### src/rtl/sts_pkg.sv
// package of constants and carriers for the scan trigger sequencer
// assumes a 100 MHz aclk and an axi4-lite master on the register side
// Function
// - level trigger: laser and read start as soon as trigger goes active
// - laser stops when decodes reach match count, then read data is sent; sent only if tx_busy is low at the result, else dropped
// - gain settling of up to three scans, 6 ms, precedes any decode
// - pass and fail output width configurable from 10 ms to 2.55 s
// - result output asserted 5 ms after a successful read completes
// - no decode: fail output after 5 ms plus configured trigger input time
// - triggers ignored for 5 s after power-up or unlock command
// - test switch press under 2 s acts as one trigger
// - pulse trigger: read for the window, stop early on match count
// - pulse trigger: laser starts only after trigger held past input time
// - single label mode: at most one bar code per trigger
// - output-on-decode: data and result right after successful read; here both are given only after the 5 ms result delay
// - deferred: output at trigger release or window expiry
// - up to four configured code types decoded without reconfiguration
// - transmit time is bits per character over baud times characters
package sts_pkg;
    localparam int CLK_HZ = 100_000_000;
    localparam int MS_CYC = CLK_HZ / 1000;
    localparam int SETTLE_MS = 6;
    localparam int SETTLE_CYC = SETTLE_MS * MS_CYC;
    localparam int RESULT_DLY_MS = 5;
    localparam int RESULT_DLY_CYC = RESULT_DLY_MS * MS_CYC;
    localparam int LOCKOUT_MS = 5000;
    localparam int TEST_MAX_MS = 2000;
    localparam int OUT_STEP_MS = 10;
    // ------------------------------------------------------------
    // register offsets
    // ------------------------------------------------------------
    localparam logic [7:0] REG_CTRL = 8'h00;
    localparam logic [7:0] REG_MATCH = 8'h04;
    localparam logic [7:0] REG_TRIG_TIME = 8'h08;
    localparam logic [7:0] REG_WINDOW = 8'h0C;
    localparam logic [7:0] REG_OUT_WIDTH = 8'h10;
    localparam logic [7:0] REG_STATUS = 8'h14;
    localparam logic [7:0] REG_IRQ_STAT = 8'h18;
    localparam logic [7:0] REG_IRQ_MASK = 8'h1C;
    localparam logic [7:0] REG_CMD = 8'h20;
    localparam logic [7:0] REG_RESULT = 8'h24;
    localparam logic [7:0] REG_TX_TIME = 8'h28;
    localparam logic [7:0] REG_SERIAL = 8'h2C;
    localparam logic [7:0] RST_MATCH = 8'h01;
    localparam logic [7:0] RST_TRIG_TIME = 8'h02;
    localparam logic [15:0] RST_WINDOW = 16'h0064;
    localparam logic [7:0] RST_OUT_WIDTH = 8'h0A;
    localparam logic [3:0] RST_CODE_EN = 4'h1;
    localparam int IRQ_PASS = 0;
    localparam int IRQ_FAIL = 1;
    localparam int IRQ_TX = 2;
    localparam logic [1:0] RESP_OK = 2'b00;
    localparam logic [1:0] RESP_SLVERR = 2'b10;

    typedef struct packed {
        logic pulse_mode;
        logic deferred;
        logic [3:0] code_en;
        logic [7:0] match;
        logic [7:0] trig_ms;
        logic [15:0] window_ms;
        logic [7:0] out_width;
        logic [3:0] data_bits;
        logic parity;
        logic [7:0] chars;
        logic [15:0] baud_div;
    } sts_cfg_t;

    typedef struct packed {
        logic valid;
        logic [1:0] code_type;
        logic [31:0] data;
    } sts_decode_t;
endpackage

### src/rtl/sts_ms_tick.sv
`timescale 1ns/1ns
// millisecond enable divider
// assumes one aclk domain, synchronous active low reset
module sts_ms_tick #(
    parameter int CYCLES = 100_000
) (
    input wire logic aclk,
    input wire logic aresetn,
    output logic tick
);
    import sts_pkg::*;
    typedef struct packed {
        logic [31:0] cnt;
        logic tick;
    } sts_tick_st_t;
    sts_tick_st_t s_q, s_d;
    always_comb
    begin
        s_d = s_q;
        s_d.tick = 1'b0;
        if (s_q.cnt == 32'(CYCLES - 1))
        begin
            s_d.cnt = 32'h0000_0000;
            s_d.tick = 1'b1;
        end
        else
        begin
            s_d.cnt = s_q.cnt + 32'h0000_0001;
        end
    end
    always_ff @(posedge aclk)
    begin
        if (!aresetn)
            s_q <= '0;
        else
            s_q <= s_d;
    end
    assign tick = s_q.tick;
endmodule

### src/rtl/sts_sequencer.sv
// The AXI4-Lite slave port and the address map were decided locally.
`timescale 1ns/1ns
// scan trigger sequencer: trigger, gain settling, decode count, result timing
// assumes an axi4-lite master, an external decoder and serial transmitter
module sts_sequencer #(
    parameter int MS_CYCLES = sts_pkg::MS_CYC,
    parameter int LOCKOUT_MS_P = sts_pkg::LOCKOUT_MS,
    parameter int SETTLE_CYC_P = sts_pkg::SETTLE_CYC,
    parameter int RESULT_DLY_P = sts_pkg::RESULT_DLY_CYC
) (
    input wire logic aclk,
    input wire logic aresetn,
    input wire logic [7:0] s_axi_awaddr,
    input wire logic s_axi_awvalid,
    output logic s_axi_awready,
    input wire logic [31:0] s_axi_wdata,
    input wire logic [3:0] s_axi_wstrb,
    input wire logic s_axi_wvalid,
    output logic s_axi_wready,
    output logic [1:0] s_axi_bresp,
    output logic s_axi_bvalid,
    input wire logic s_axi_bready,
    input wire logic [7:0] s_axi_araddr,
    input wire logic s_axi_arvalid,
    output logic s_axi_arready,
    output logic [31:0] s_axi_rdata,
    output logic [1:0] s_axi_rresp,
    output logic s_axi_rvalid,
    input wire logic s_axi_rready,
    input wire logic trigger_in,
    input wire logic test_switch_n,
    input wire sts_pkg::sts_decode_t decode_in,
    output logic laser_on,
    output logic decode_enable,
    output logic read_pass_output,
    output logic read_fail_output,
    output logic tx_start,
    output logic [31:0] tx_data,
    input wire logic tx_busy,
    output logic irq
);
    import sts_pkg::*;

    typedef enum logic [2:0] {IDLE, ARM, SETTLE, READ, HOLD, DELAY, SEND} sts_state_t;

    typedef struct packed {
        logic aw_got;
        logic w_got;
        logic [7:0] awaddr;
        logic [31:0] wdata;
        logic [3:0] wstrb;
        logic bvalid;
        logic [1:0] bresp;
        logic rvalid;
        logic [31:0] rdata;
        logic [1:0] rresp;
        sts_cfg_t cfg;
        logic [2:0] irq_stat;
        logic [2:0] irq_mask;
        logic irq;
        logic [2:0] trig_sync;
        logic trig;
        logic [2:0] test_sync;
        logic test;
        logic [15:0] test_ms;
        logic test_fire;
        logic trig_prev;
        logic by_test;
        logic [15:0] lock_ms;
        sts_state_t state;
        logic [31:0] cyc;
        logic [15:0] ms;
        logic [7:0] hits;
        logic [31:0] data;
        logic passed;
        logic laser;
        logic dec_en;
        logic pass_o;
        logic fail_o;
        logic [7:0] out_ms;
        logic tx_start;
        logic [31:0] tx_data;
        logic [31:0] tx_time;
    } sts_st_t;

    sts_st_t s_q, s_d;
    logic ms_tick;
    logic trig_go;
    logic trig_src;

    sts_ms_tick #(.CYCLES(MS_CYCLES)) u_tick (
        .aclk(aclk),
        .aresetn(aresetn),
        .tick(ms_tick)
    );

    // byte-lane merge used by every writable register except REG_CMD and REG_IRQ_STAT
    function automatic logic [31:0] sts_merge(input logic [31:0] old, input logic [31:0] nw, input logic [3:0] be);
        logic [31:0] r;
        r = old;
        for (int i = 0; i < 4; i++)
            if (be[i])
                r[i*8 +: 8] = nw[i*8 +: 8];
        return r;
    endfunction

    function automatic logic known_addr(input logic [7:0] a);
        return (a <= REG_SERIAL) && (a[1:0] == 2'b00);
    endfunction

    assign trig_src = s_q.trig | s_q.test_fire;
    // edge, not level: a trigger still held after the result must not start a second read
    assign trig_go = ((s_q.trig && !s_q.trig_prev) || s_q.test_fire) && (s_q.lock_ms == 16'h0000);

    always_comb
    begin
        logic [31:0] w;
        logic [31:0] rd;
        logic wr;
        w = '0;
        rd = '0;
        s_d = s_q;
        s_d.tx_start = 1'b0;
        s_d.test_fire = 1'b0;
        // ------------------------------------------------------------
        // pin synchronisers: change counts once stages two and three agree
        // ------------------------------------------------------------
        s_d.trig_prev = s_q.trig;
        s_d.trig_sync = {s_q.trig_sync[1:0], trigger_in};
        if (s_q.trig_sync[1] == s_q.trig_sync[2])
            s_d.trig = s_q.trig_sync[2];
        s_d.test_sync = {s_q.test_sync[1:0], ~test_switch_n};
        if (s_q.test_sync[1] == s_q.test_sync[2])
            s_d.test = s_q.test_sync[2];
        // short press only; a long press is left for other test modes
        if (s_q.test && ms_tick && s_q.test_ms != 16'hFFFF)
            s_d.test_ms = s_q.test_ms + 16'h0001;
        if (!s_q.test)
            s_d.test_ms = 16'h0000;
        if (s_q.test && !s_d.test && s_q.test_ms < 16'(TEST_MAX_MS))
            s_d.test_fire = 1'b1;
        if (ms_tick && s_q.lock_ms != 16'h0000)
            s_d.lock_ms = s_q.lock_ms - 16'h0001;
        // ------------------------------------------------------------
        // axi4-lite slave
        // ------------------------------------------------------------
        if (s_axi_awvalid && s_axi_awready)
        begin
            s_d.aw_got = 1'b1;
            s_d.awaddr = s_axi_awaddr;
        end
        if (s_axi_wvalid && s_axi_wready)
        begin
            s_d.w_got = 1'b1;
            s_d.wdata = s_axi_wdata;
            s_d.wstrb = s_axi_wstrb;
        end
        if (s_q.bvalid && s_axi_bready)
            s_d.bvalid = 1'b0;
        wr = s_q.aw_got && s_q.w_got && !s_q.bvalid;
        if (wr)
        begin
            s_d.aw_got = 1'b0;
            s_d.w_got = 1'b0;
            s_d.bvalid = 1'b1;
            s_d.bresp = known_addr(s_q.awaddr) ? RESP_OK : RESP_SLVERR;
            unique case (s_q.awaddr)
                REG_CTRL:
                begin
                    w = sts_merge({26'h0, s_q.cfg.code_en, s_q.cfg.deferred, s_q.cfg.pulse_mode},
                        s_q.wdata, s_q.wstrb);
                    s_d.cfg.pulse_mode = w[0];
                    s_d.cfg.deferred = w[1];
                    s_d.cfg.code_en = w[5:2];
                end
                REG_MATCH:
                begin
                    w = sts_merge({24'h0, s_q.cfg.match}, s_q.wdata, s_q.wstrb);
                    s_d.cfg.match = (w[7:0] == 8'h00) ? 8'h01 : w[7:0];
                end
                REG_TRIG_TIME:
                begin
                    w = sts_merge({24'h0, s_q.cfg.trig_ms}, s_q.wdata, s_q.wstrb);
                    s_d.cfg.trig_ms = w[7:0];
                end
                REG_WINDOW:
                begin
                    w = sts_merge({16'h0, s_q.cfg.window_ms}, s_q.wdata, s_q.wstrb);
                    s_d.cfg.window_ms = w[15:0];
                end
                REG_OUT_WIDTH:
                begin
                    w = sts_merge({24'h0, s_q.cfg.out_width}, s_q.wdata, s_q.wstrb);
                    // units of 10 ms, 1..255 gives 10 ms .. 2.55 s
                    s_d.cfg.out_width = (w[7:0] == 8'h00) ? 8'h01 : w[7:0];
                end
                REG_IRQ_MASK:
                begin
                    w = sts_merge({29'h0, s_q.irq_mask}, s_q.wdata, s_q.wstrb);
                    s_d.irq_mask = w[2:0];
                end
                REG_CMD:
                    if (s_q.wstrb[0] && s_q.wdata[0])
                        s_d.lock_ms = 16'(LOCKOUT_MS_P);
                REG_SERIAL:
                begin
                    w = sts_merge({3'h0, s_q.cfg.parity, s_q.cfg.data_bits, s_q.cfg.chars, s_q.cfg.baud_div},
                        s_q.wdata, s_q.wstrb);
                    s_d.cfg.baud_div = w[15:0];
                    s_d.cfg.chars = w[23:16];
                    s_d.cfg.data_bits = w[27:24];
                    s_d.cfg.parity = w[28];
                end
                default:
                    w = '0;
            endcase
        end
        if (s_q.rvalid && s_axi_rready)
            s_d.rvalid = 1'b0;
        if (s_axi_arvalid && s_axi_arready)
        begin
            unique case (s_axi_araddr)
                REG_CTRL: rd = {26'h0, s_q.cfg.code_en, s_q.cfg.deferred, s_q.cfg.pulse_mode};
                REG_MATCH: rd = {24'h0, s_q.cfg.match};
                REG_TRIG_TIME: rd = {24'h0, s_q.cfg.trig_ms};
                REG_WINDOW: rd = {16'h0, s_q.cfg.window_ms};
                REG_OUT_WIDTH: rd = {24'h0, s_q.cfg.out_width};
                REG_STATUS: rd = {16'h0, s_q.lock_ms != 16'h0000, s_q.laser, 3'h0, 3'(s_q.state), s_q.hits};
                REG_IRQ_STAT: rd = {29'h0, s_q.irq_stat};
                REG_IRQ_MASK: rd = {29'h0, s_q.irq_mask};
                REG_RESULT: rd = s_q.data;
                REG_TX_TIME: rd = s_q.tx_time;
                REG_SERIAL: rd = {3'h0, s_q.cfg.parity, s_q.cfg.data_bits, s_q.cfg.chars, s_q.cfg.baud_div};
                default: rd = '0;
            endcase
            s_d.rvalid = 1'b1;
            s_d.rdata = rd;
            s_d.rresp = known_addr(s_axi_araddr) ? RESP_OK : RESP_SLVERR;
        end
        // transmit cycles: (data + parity + start/stop) * baud divider * chars
        s_d.tx_time = 32'(({28'h0, s_q.cfg.data_bits} + {31'h0, s_q.cfg.parity} + 32'h0000_0002)
            * {16'h0, s_q.cfg.baud_div} * {24'h0, s_q.cfg.chars});
        // ------------------------------------------------------------
        // read sequence
        // ------------------------------------------------------------
        if (s_q.cyc != 32'h0000_0000)
            s_d.cyc = s_q.cyc - 32'h0000_0001;
        if (ms_tick && s_q.ms != 16'h0000)
            s_d.ms = s_q.ms - 16'h0001;
        unique case (s_q.state)
            IDLE:
                if (trig_go)
                begin
                    s_d.hits = 8'h00;
                    s_d.passed = 1'b0;
                    s_d.data = '0;
                    s_d.by_test = s_q.test_fire;
                    if (s_q.cfg.pulse_mode && !s_q.test_fire)
                    begin
                        s_d.state = ARM;
                        s_d.ms = {8'h0, s_q.cfg.trig_ms} + 16'h0001;
                    end
                    else
                    begin
                        s_d.state = SETTLE;
                        s_d.laser = 1'b1;
                        s_d.cyc = 32'(SETTLE_CYC_P);
                        s_d.ms = s_q.cfg.window_ms;
                    end
                end
            ARM:
                if (!s_q.trig)
                    s_d.state = IDLE;
                else if (s_q.ms == 16'h0000)
                begin
                    s_d.state = SETTLE;
                    s_d.laser = 1'b1;
                    s_d.cyc = 32'(SETTLE_CYC_P);
                    s_d.ms = s_q.cfg.window_ms;
                end
            SETTLE:
                if (s_q.cyc == 32'h0000_0000)
                begin
                    s_d.state = READ;
                    s_d.dec_en = 1'b1;
                end
            READ:
            begin
                if (decode_in.valid && s_q.cfg.code_en[decode_in.code_type])
                begin
                    s_d.hits = s_q.hits + 8'h01;
                    s_d.data = decode_in.data;
                end
                if (s_d.hits >= s_q.cfg.match)
                begin
                    s_d.laser = 1'b0;
                    s_d.dec_en = 1'b0;
                    s_d.passed = 1'b1;
                    s_d.state = s_q.cfg.deferred ? HOLD : DELAY;
                    s_d.cyc = 32'(RESULT_DLY_P) - 32'h0000_0001;
                end
                // a switch press has no level to follow, so it reads for the window
                else if ((!s_q.cfg.pulse_mode && !s_q.by_test && !s_q.trig)
                    || ((s_q.cfg.pulse_mode || s_q.by_test) && s_q.ms == 16'h0000))
                begin
                    s_d.laser = 1'b0;
                    s_d.dec_en = 1'b0;
                    s_d.hits = 8'h00;
                    s_d.data = '0;
                    s_d.state = DELAY;
                    s_d.cyc = 32'(RESULT_DLY_P) - 32'h0000_0001 + 32'(s_q.cfg.trig_ms) * 32'(MS_CYCLES);
                end
                else if (s_q.cfg.pulse_mode)
                    s_d.state = READ;
            end
            HOLD:
                if ((!s_q.cfg.pulse_mode && !s_q.by_test && !s_q.trig)
                    || ((s_q.cfg.pulse_mode || s_q.by_test) && s_q.ms == 16'h0000))
                begin
                    s_d.state = DELAY;
                    s_d.cyc = 32'(RESULT_DLY_P) - 32'h0000_0001;
                end
            DELAY:
                if (s_q.cyc == 32'h0000_0000)
                begin
                    s_d.pass_o = s_q.passed;
                    s_d.fail_o = !s_q.passed;
                    s_d.out_ms = s_q.cfg.out_width;
                    // whole cycles, so the width does not drift with the tick phase
                    s_d.cyc = 32'(OUT_STEP_MS) * 32'(MS_CYCLES) - 32'h0000_0001;
                    s_d.irq_stat[IRQ_PASS] = s_q.irq_stat[IRQ_PASS] | s_q.passed;
                    s_d.irq_stat[IRQ_FAIL] = s_q.irq_stat[IRQ_FAIL] | !s_q.passed;
                    if (s_q.passed && !tx_busy)
                    begin
                        s_d.tx_start = 1'b1;
                        s_d.tx_data = s_q.data;
                        s_d.irq_stat[IRQ_TX] = 1'b1;
                    end
                    s_d.state = SEND;
                end
            SEND:
                if (s_q.cyc == 32'h0000_0000)
                begin
                    s_d.cyc = 32'(OUT_STEP_MS) * 32'(MS_CYCLES) - 32'h0000_0001;
                    s_d.out_ms = s_q.out_ms - 8'h01;
                    if (s_q.out_ms == 8'h01)
                    begin
                        s_d.pass_o = 1'b0;
                        s_d.fail_o = 1'b0;
                        s_d.state = IDLE;
                    end
                end
            default:
                s_d.state = IDLE;
        endcase
        // interrupt status: write one clears, a bit rising from 0 in the same cycle stays set
        if (wr && s_q.awaddr == REG_IRQ_STAT && s_q.wstrb[0])
            s_d.irq_stat = s_d.irq_stat & ~(s_q.wdata[2:0] & ~(s_d.irq_stat & ~s_q.irq_stat));
        s_d.irq = |(s_d.irq_stat & s_d.irq_mask);
    end

    always_ff @(posedge aclk)
    begin
        if (!aresetn)
        begin
            s_q <= '0;
            s_q.state <= IDLE;
            s_q.cfg.match <= RST_MATCH;
            s_q.cfg.trig_ms <= RST_TRIG_TIME;
            s_q.cfg.window_ms <= RST_WINDOW;
            s_q.cfg.out_width <= RST_OUT_WIDTH;
            s_q.cfg.code_en <= RST_CODE_EN;
            s_q.lock_ms <= 16'(LOCKOUT_MS_P);
        end
        else
            s_q <= s_d;
    end

    assign s_axi_awready = !s_q.aw_got;
    assign s_axi_wready = !s_q.w_got;
    assign s_axi_bvalid = s_q.bvalid;
    assign s_axi_bresp = s_q.bresp;
    assign s_axi_arready = !s_q.rvalid;
    assign s_axi_rvalid = s_q.rvalid;
    assign s_axi_rdata = s_q.rdata;
    assign s_axi_rresp = s_q.rresp;
    assign laser_on = s_q.laser;
    assign decode_enable = s_q.dec_en;
    assign read_pass_output = s_q.pass_o;
    assign read_fail_output = s_q.fail_o;
    assign tx_start = s_q.tx_start;
    assign tx_data = s_q.tx_data;
    assign irq = s_q.irq;
endmodule

### config.mk
export PLATFORM = sky130hd
export DESIGN_NAME = sts_sequencer
export DESIGN_NICKNAME = d
export VERILOG_FILES = /design/src/rtl/sts_pkg.sv /design/src/rtl/sts_ms_tick.sv /design/src/rtl/sts_sequencer.sv
export SDC_FILE = /design/constraint.sdc
export NUM_CORES = 2
export LEC_CHECK = 0
export BUFFER_PORTS_ARGS = -buffer_cell sky130_fd_sc_hd__buf_4
export CORE_MARGIN = 5
export CORE_UTILIZATION = 35
export CTS_BUF_LIST = sky130_fd_sc_hd__clkbuf_8 sky130_fd_sc_hd__clkbuf_16
export CTS_CLUSTER_SIZE = 10
export DETAILED_ROUTE_END_ITERATION = 12
export GPL_TIMING_DRIVEN = 0
export PLACE_DENSITY = 0.55
export SLEW_MARGIN = 20
export SYNTH_ARGS = -nofsm -noshare
export SYNTH_HDL_FRONTEND = slang
export SYNTH_SLANG_ARGS = --single-unit
### constraint.sdc
create_clock -name aclk -period 7.9 [get_ports aclk]
set_clock_uncertainty 0.05 [all_clocks]
set_input_delay 1.58 -clock aclk [delete_from_list [all_inputs] [get_ports aclk]]
set_output_delay 1.58 -clock aclk [all_outputs]
set_load 0.02 [all_outputs]
==> After elaboration in Yosys (flattened, before gate mapping) <==
Index checks and enable logic that the tools add are counted.
{ "op_classes": {"add_sub_neg": 11, "mux": 72, "reduce_logical": 84, "bitwise": 11, "div": 0, "n_shift": 0, "n_mul": 3, "magnitude_cmp": 5, "n_eq_ne": 42} }
{ "ops": {"columns": ["op", "n"], "rows": [
  ["case mux 32 bit (11 select lines)", 1],
  ["case mux 32 bit (6 select lines)", 1],
  ["two-way mux 35 bit", 5],
  ["two-way mux 40 bit", 4],
  ["two-way mux 16 bit", 6],
  ["two-way mux 32 bit", 3],
  ["two-way mux 93 bit", 1],
  ["case mux 41 bit (2 select lines)", 1],
  ["two-way mux 8 bit", 8],
  ["== test 8 x 5 -> 1 bit, second input constant", 7],
  ["two-way mux 51 bit", 1],
  ["two-way mux 48 bit", 1],
  ["two-way mux 43 bit", 1],
  ["== test 8 x 6 -> 1 bit, second input constant", 5],
  ["AND reduction 3 bit", 13],
  ["two-way mux 3 bit", 12],
  ["two-way mux 33 bit", 1],
  ["adder 32 x 1 -> 32 bit, second input constant", 1],
  ["== test 32 x 17 -> 1 bit, second input constant", 1],
  ["== test 8 x 4 -> 1 bit, second input constant", 4],
  ["zero test 16 bit", 2],
  ["zero test 32 bit", 1],
  ["zero test 8 bit", 4],
  ["case mux 16 bit (2 select lines)", 1],
  ["other kinds (53)", 143]
]} }
{ "totals": {"ram_bits": 0, "latchBits": 0, "elab_cells": 279, "mem_bits_ro": 0, "input_bits": 97, "out_inout_bits": 79, "reg_bits": 408, "mem_count": 0} }

==> Logic depth before layout (Yosys ltp) <==
{ "logic_depth": {"depth_word": 13, "ltp_mapped": 38, "depth_no_buf": 37} }

==> Hierarchy <==
Synthesis repeated with hierarchy kept, for this count alone.
{ "unflattened": {"hier_cells": 3480, "area_unflattened_um2": 29056.6} }
{ "modules_own_cells": {"columns": ["module", "area_per_inst_um2", "cells_each", "instances", "seq_area_each_um2"], "rows": [
  ["sts_sequencer", 27532.7, 3302, 1, 7427.1],
  ["sts_ms_tick", 1524.0, 178, 1, 660.6]
]} }

==> Least setup slack after synthesis <==
Ideal clock, no wire load.
{ "synth_path": {"kind": "reg-to-reg", "from": "register s_q[243] (netlist bit)", "to": "register s_q[27] (netlist bit)", "t_arrival_ns": 8.313, "period_less_slack_ns": 8.491, "required_ns": 7.722, "slack_ns": -0.591, "path_buffers": 1, "setup_time_ns": 0.128, "path_stages_with_launch": 35, "path_cell_list": "dfxtp_1 > ha_1 > inv_1 > ha_1 > clkbuf_1 > nor2b_1 > fa_1 > inv_1 > fa_1 > fa_1 > inv_1 > ha_1 > a21oi_1 > o21ai_0 > a31oi_1 > o21a_1 > o21ai_0 > a21oi_1 > xnor2_1 > nand2_1 > fa_1 > fa_1 > fa_1 > fa_1 > inv_1 > ha_1 > a21o_1 > a21oi_1 > o21bai_1 > a21o_1 > a221o_1 > a31oi_1 > o21ai_0 > xnor2_1 > nor2_1"} }
{ "synth_via": {"elab_chain_len": 4} }
{ "synth_lines": {"columns": ["element", "line", "text"], "rows": [
  ["from (decl)", "sts_sequencer.sv:86", "sts_st_t s_q, s_d;"],
  ["adder 4 x 1 -> 5 bit", "sts_sequencer.sv:241", "s_d.tx_time = 32'(({28'h0, s_q.cfg.data_bits} + {31'h0, s_q.cfg.parity} + 32'h0000_0002)"],
  ["adder 5 x 2 -> 6 bit", "sts_sequencer.sv:241", null],
  ["multiplier 6 x 16 -> 22 bit", "sts_sequencer.sv:242", "* {16'h0, s_q.cfg.baud_div} * {24'h0, s_q.cfg.chars});"],
  ["multiplier 22 x 8 -> 30 bit", "sts_sequencer.sv:242", null]
]} }
No other way between the ends.
A chain may end at the register's enable or synchronous reset.

==> Worst setup path in the final report <==
Same ends and word-level chain as after synthesis.

==> run summary <==
After Yosys synthesis, and, or, nand and nor cells account for a little over a fifth of the synthesized area. The peak supply drop came out at 168 uV. The run finished, with violations left. The number of library cell types mapped by synthesis came out at 88. The TritonCTS sink count came out at around 400. The core region area is just under 0.08 mm^2.

The residual overflow from global routing came out at 0. The mux cell area share after synthesis is under 10%. Setup repair after global routing could not meet its margin everywhere. Sequential cells were found to cover about 29% of the synthesized design area. The DRC violation count after routing came out at 0. The filler cells instantiated in the layout total 8134. The overall global routing resource usage is between 20 and 25%. The maximum clock path buffer count is 3. The buffer type at the clock tree root is sky130_fd_sc_hd__clkbuf_16.

The final worst hold slack came out at around 0.38 ns. The detailed router finished its first iteration with 1766 violations. On the worst path, the slowest cell contributes a delay of about 0.56 ns. The initial antenna violation count is 2. At the worst endpoint, the arrival time is about 8.9 ns. Among all stages on the critical path, the largest delay is contributed by sky130_fd_sc_hd__fa_1. The worst relative slew slack came out at a little over a fifth.

The number of flip-flops and latches in the synthesized netlist is slightly above 400. The final-stage net count is between 4000 and 5000. The dominant synthesized flop cell is sky130_fd_sc_hd__dfxtp_1. From bottom edge to top edge, the die measures a little under 300 um. For this run, the detailed router's first-pass iteration total came to 7. The final non-filler cell area came out at between 0.03 and 0.04 mm^2.

In this run the static leakage power is 14.4 nW. The maximum fanout along the worst path came out at 6. The number of instances on the worst hold path came out at 1.

The number of buffers created by CTS is 51. The first-pass GRT wire length is around 150000 um. The number of nets with antenna violations after routing is 0. The worst reg-to-reg path cell count is 36. In this run the number of H-tree levels came out at 2. The die is just under 300 um wide. Among the stages of the critical path, the cell type that occurs most often is sky130_fd_sc_hd__fa_1.

The number of buffer cells added on primary ports is 170. The area share of fa/ha/maj cells after synthesis came out at around 20%. For this configuration, the core starts out at a cell density of between 30% and 40%. The hold violation count in the final report came out at 0. At the pin with the least slew margin, the transition time is roughly 1.2 ns. The highest metal layer carrying signal wires in the routed design is met4. The die covers 0.0857 mm^2.

The worst setup path is launched from a flop. After detailed routing, the met3 layer carries between 5000 and 6000 um of wire. The portion of the clock cycle consumed by the worst path in the final layout is 108%. The later-pin clock latency in the skew report came out at 0.59 ns. The mean number of vias per cell is 5.26. Max-cap violations in this run came to 0. For this run, the number of Yosys warnings is 0. At the end of routability-driven placement, the weighted congestion stood at about 0.95. The critical path required time came out at ~8.3 ns. The maximum number of pins on one net before global-route repair is 14. The critical path in this run is classified as flop to flop.

In the detailed route, the total length drawn on met2 is ~46000 um. The worst setup path is captured at a flop. Of the cells placed in the final design, the portion with a size suffix greater than 1 is 15.8%.

TritonCTS built the clock tree. The average instance area after synthesis came out at between 8 and 9 um^2. The via count of the routed design came out at roughly 25000. The cell area after placement came out at just over 0.03 mm^2. The detailed router put a total of 44300 um of wire on met1. Of the total synthesized cell area, the portion taken by XOR and XNOR cells is around 5%.

After legalization and detailed placement, the total HPWL measured 76500 um. The tightest min-delay check is of the flop to flop type. After technology mapping, the gate count stands at 3322. The setup slack after layout came out at -0.594 ns. The number of synthesized flops with an enable pin is 0.

The clock-pin transition on the worst setup and hold timing paths came out at 0.06 ns. The netlist area before placement came out at around 0.028 mm^2. The final reports fail on negative setup slack. The area overhead of the layout relative to synthesis is 20.3%. After synthesis, the largest family of logic cells by area is simple AND/OR/NAND/NOR gates.

For the finished layout, the period the worst path requires is ~8.5 ns. The number of global-route vias before repair is 24300. The routed length per placed instance is roughly 21 um. The power density relative to cell area came out at approximately 160 mW/mm^2.

The area fraction in compound gates after synthesis is a little over an eighth. The number of top-level design ports is 176. The top achievable clock speed came out at 118 MHz. For this run, asynchronously set or reset flops after synthesis account for 0%.

In this run the core area contains about 100 standard-cell rows. The max-slew violation count came out at 0. The final layout contains routed wiring with a total length of roughly 100000 um. The final count of negative-setup-slack endpoints is 14.
## timing repair
| item | CTS | global route |
|---|---|---|
| setup endpoints to repair | 19 | 17 |
| hold endpoints to repair | 0 | 0 |
| buffers inserted | 46 | 17 |
| gates resized for setup | 117 | 60 |
| pin swaps | 78 | 89 |
| gates cloned | 0 | 0 |
| hold buffers | 0 | 0 |
## path summary, 6_finish.rpt
kind / from / end / slack (ns)
setup / recovery: s_q[243]$_SDFFE_PN0P_ / s_q[27]$_SDFF_PN0_ / -0.59
hold / removal: s_d[210]$_SDFF_PN0_ / s_d[211]$_SDFF_PN0_ / 0.38
setup reg to reg: s_q[243]$_SDFFE_PN0P_ / s_q[27]$_SDFF_PN0_ / -0.59
hold reg to reg: s_d[210]$_SDFF_PN0_ / s_d[211]$_SDFF_PN0_ / 0.38
## critical path, delay by kind of cell (launching register included)
kind	cells	cell delay, ns
simple gates	3	0.29
fa+ha+maj	11	4.30
xor+xnor	3	0.75
flops	1	0.37
compound gates	13	2.10
buf+inv	6	0.49
## through the flow
| step | worst slack [ns] | instances | total power [mW] | utilization [%] | setup TNS, ns |
|---|---|---|---|---|---|
| 2_1_floorplan | -0.0849 | 3323 | 3.07 | - | -0.0849 |
| 3_3_place_gp | -1.61 | 4543 | 3.43 | 39.0 | -20.14 |
| 3_5_place_dp | -1.70 | 4543 | 3.44 | 39.0 | -20.88 |
| 4_1_cts | -0.619 | 4664 | 5.58 | 42.0 | -5.48 |
| 5_1_grt | -0.919 | 4680 | 5.81 | 42.5 | -9.46 |
| 6_report | -0.594 | 4681 | 5.55 | 42.5 | -4.08 |
## cells in the mapped netlist, types with 6 or more instances
cell,number,share of area (%)
sky130_fd_sc_hd__nor4_1,29,0.65
sky130_fd_sc_hd__mux2i_1,85,3.0
sky130_fd_sc_hd__or2_2,8,0.18
sky130_fd_sc_hd__nand3b_1,8,0.21
sky130_fd_sc_hd__and2_1,184,4.1
sky130_fd_sc_hd__xnor2_1,97,3.0
sky130_fd_sc_hd__o22a_1,11,0.34
sky130_fd_sc_hd__nand3_1,59,1.1
sky130_fd_sc_hd__nand2b_1,20,0.45
sky130_fd_sc_hd__a22oi_2,6,0.27
sky130_fd_sc_hd__a31oi_1,24,0.54
sky130_fd_sc_hd__or4_1,7,0.19
sky130_fd_sc_hd__a21oi_1,199,3.6
sky130_fd_sc_hd__a22o_1,10,0.31
sky130_fd_sc_hd__nand2_1,340,4.6
sky130_fd_sc_hd__o21a_1,15,0.40
sky130_fd_sc_hd__nand4_1,27,0.60
sky130_fd_sc_hd__or3_1,28,0.63
sky130_fd_sc_hd__a211oi_1,13,0.35
sky130_fd_sc_hd__dfxtp_1,404,29
sky130_fd_sc_hd__a22oi_1,65,1.7
sky130_fd_sc_hd__a21o_1,29,0.78
sky130_fd_sc_hd__buf_2,11,0.20
sky130_fd_sc_hd__o31ai_1,8,0.21
sky130_fd_sc_hd__a222oi_1,10,0.36
sky130_fd_sc_hd__nor2b_1,49,1.1
sky130_fd_sc_hd__o211ai_1,6,0.16
sky130_fd_sc_hd__inv_1,275,3.7
sky130_fd_sc_hd__and3_1,32,0.72
sky130_fd_sc_hd__o22ai_1,16,0.36
sky130_fd_sc_hd__a221oi_1,17,0.53
sky130_fd_sc_hd__o21ai_0,85,1.5
sky130_fd_sc_hd__buf_4,68,1.8
sky130_fd_sc_hd__xor2_1,63,2.0
sky130_fd_sc_hd__nor2_1,367,4.9
sky130_fd_sc_hd__ha_1,168,7.5
sky130_fd_sc_hd__o21bai_1,14,0.38
sky130_fd_sc_hd__fa_1,175,13
sky130_fd_sc_hd__clkbuf_1,125,1.7
sky130_fd_sc_hd__nor3_1,64,1.1
## power breakdown
part	internal, mW	switching (mW)	total (mW)
Sequential	2.14	0.0990	2.24
Combinational	0.437	0.735	1.17
Clock	1.24	0.905	2.14
## sequential cells by signal (all words and copies together) (netlist names)
signal,count
s_axi_rdata,32
s_axi_bvalid,1
s_q,292
tx_start,1
tx_data,32
laser_on,1
read_pass_output,1
s_axi_rvalid,1
u_tick.s_q,32
read_fail_output,1
s_axi_bresp,1
s_axi_rresp,1
s_d,5
u_tick.tick,1
irq,1
decode_enable,1
## layer usage
layer  vias to the layer above  global-route usage (%)
li1                      11700                       -
met1                     12100                    31.1
met2                       733                    37.1
met3                       136                    2.65
met4                         0                    6.21
met5                         -                       0
## cell usage in the layout, fill, tap and decap left out, types with 49 or more instances in the layout
master                      instances
sky130_fd_sc_hd__xnor2_1           82
sky130_fd_sc_hd__nand2_1          333
sky130_fd_sc_hd__ha_1             140
sky130_fd_sc_hd__o21ai_0           74
sky130_fd_sc_hd__nor2_1           363
sky130_fd_sc_hd__a22oi_1           64
sky130_fd_sc_hd__nor2b_1           49
sky130_fd_sc_hd__buf_4            288
sky130_fd_sc_hd__mux2i_1           85
sky130_fd_sc_hd__nand3_1           59
sky130_fd_sc_hd__xor2_1            59
sky130_fd_sc_hd__clkbuf_16         52
sky130_fd_sc_hd__nor3_1            62
sky130_fd_sc_hd__clkbuf_1         118
sky130_fd_sc_hd__dfxtp_1          399
sky130_fd_sc_hd__inv_1            270
sky130_fd_sc_hd__fa_1             166
sky130_fd_sc_hd__a21oi_1          177
sky130_fd_sc_hd__and2_1           170
## cell families (layout without fill, tap and decap cells)
| logic type | after synthesis | in the layout |
|---|---|---|
| AOI/OAI and AO/OA | 584 | 584 |
| and+or+nand+nor | 1251 | 1251 |
| other | 1 | 3 |
| muxes | 88 | 88 |
| buffers and inverters | 488 | 795 |
| xor gates and xnor gates | 160 | 160 |
| DFF | 404 | 404 |
| adders and majority gates | 346 | 346 |
## area by class of cell
class                      instances  area [um^2]  area share [%]
tap                             1050         1310            3.90
antenna                            1         2.50         0.00743
inverter                         278         1050            3.11
clock buffer                      55         1340            3.99
timing repair buffer             232         1790            5.31
multi-input combinational       2431        18800            55.8
buffer                           209         1120            3.33
sequential                       404         8100            24.1
clock inverter                    21          146           0.435
No activity file was read; power rests on OpenSTA's default activity.
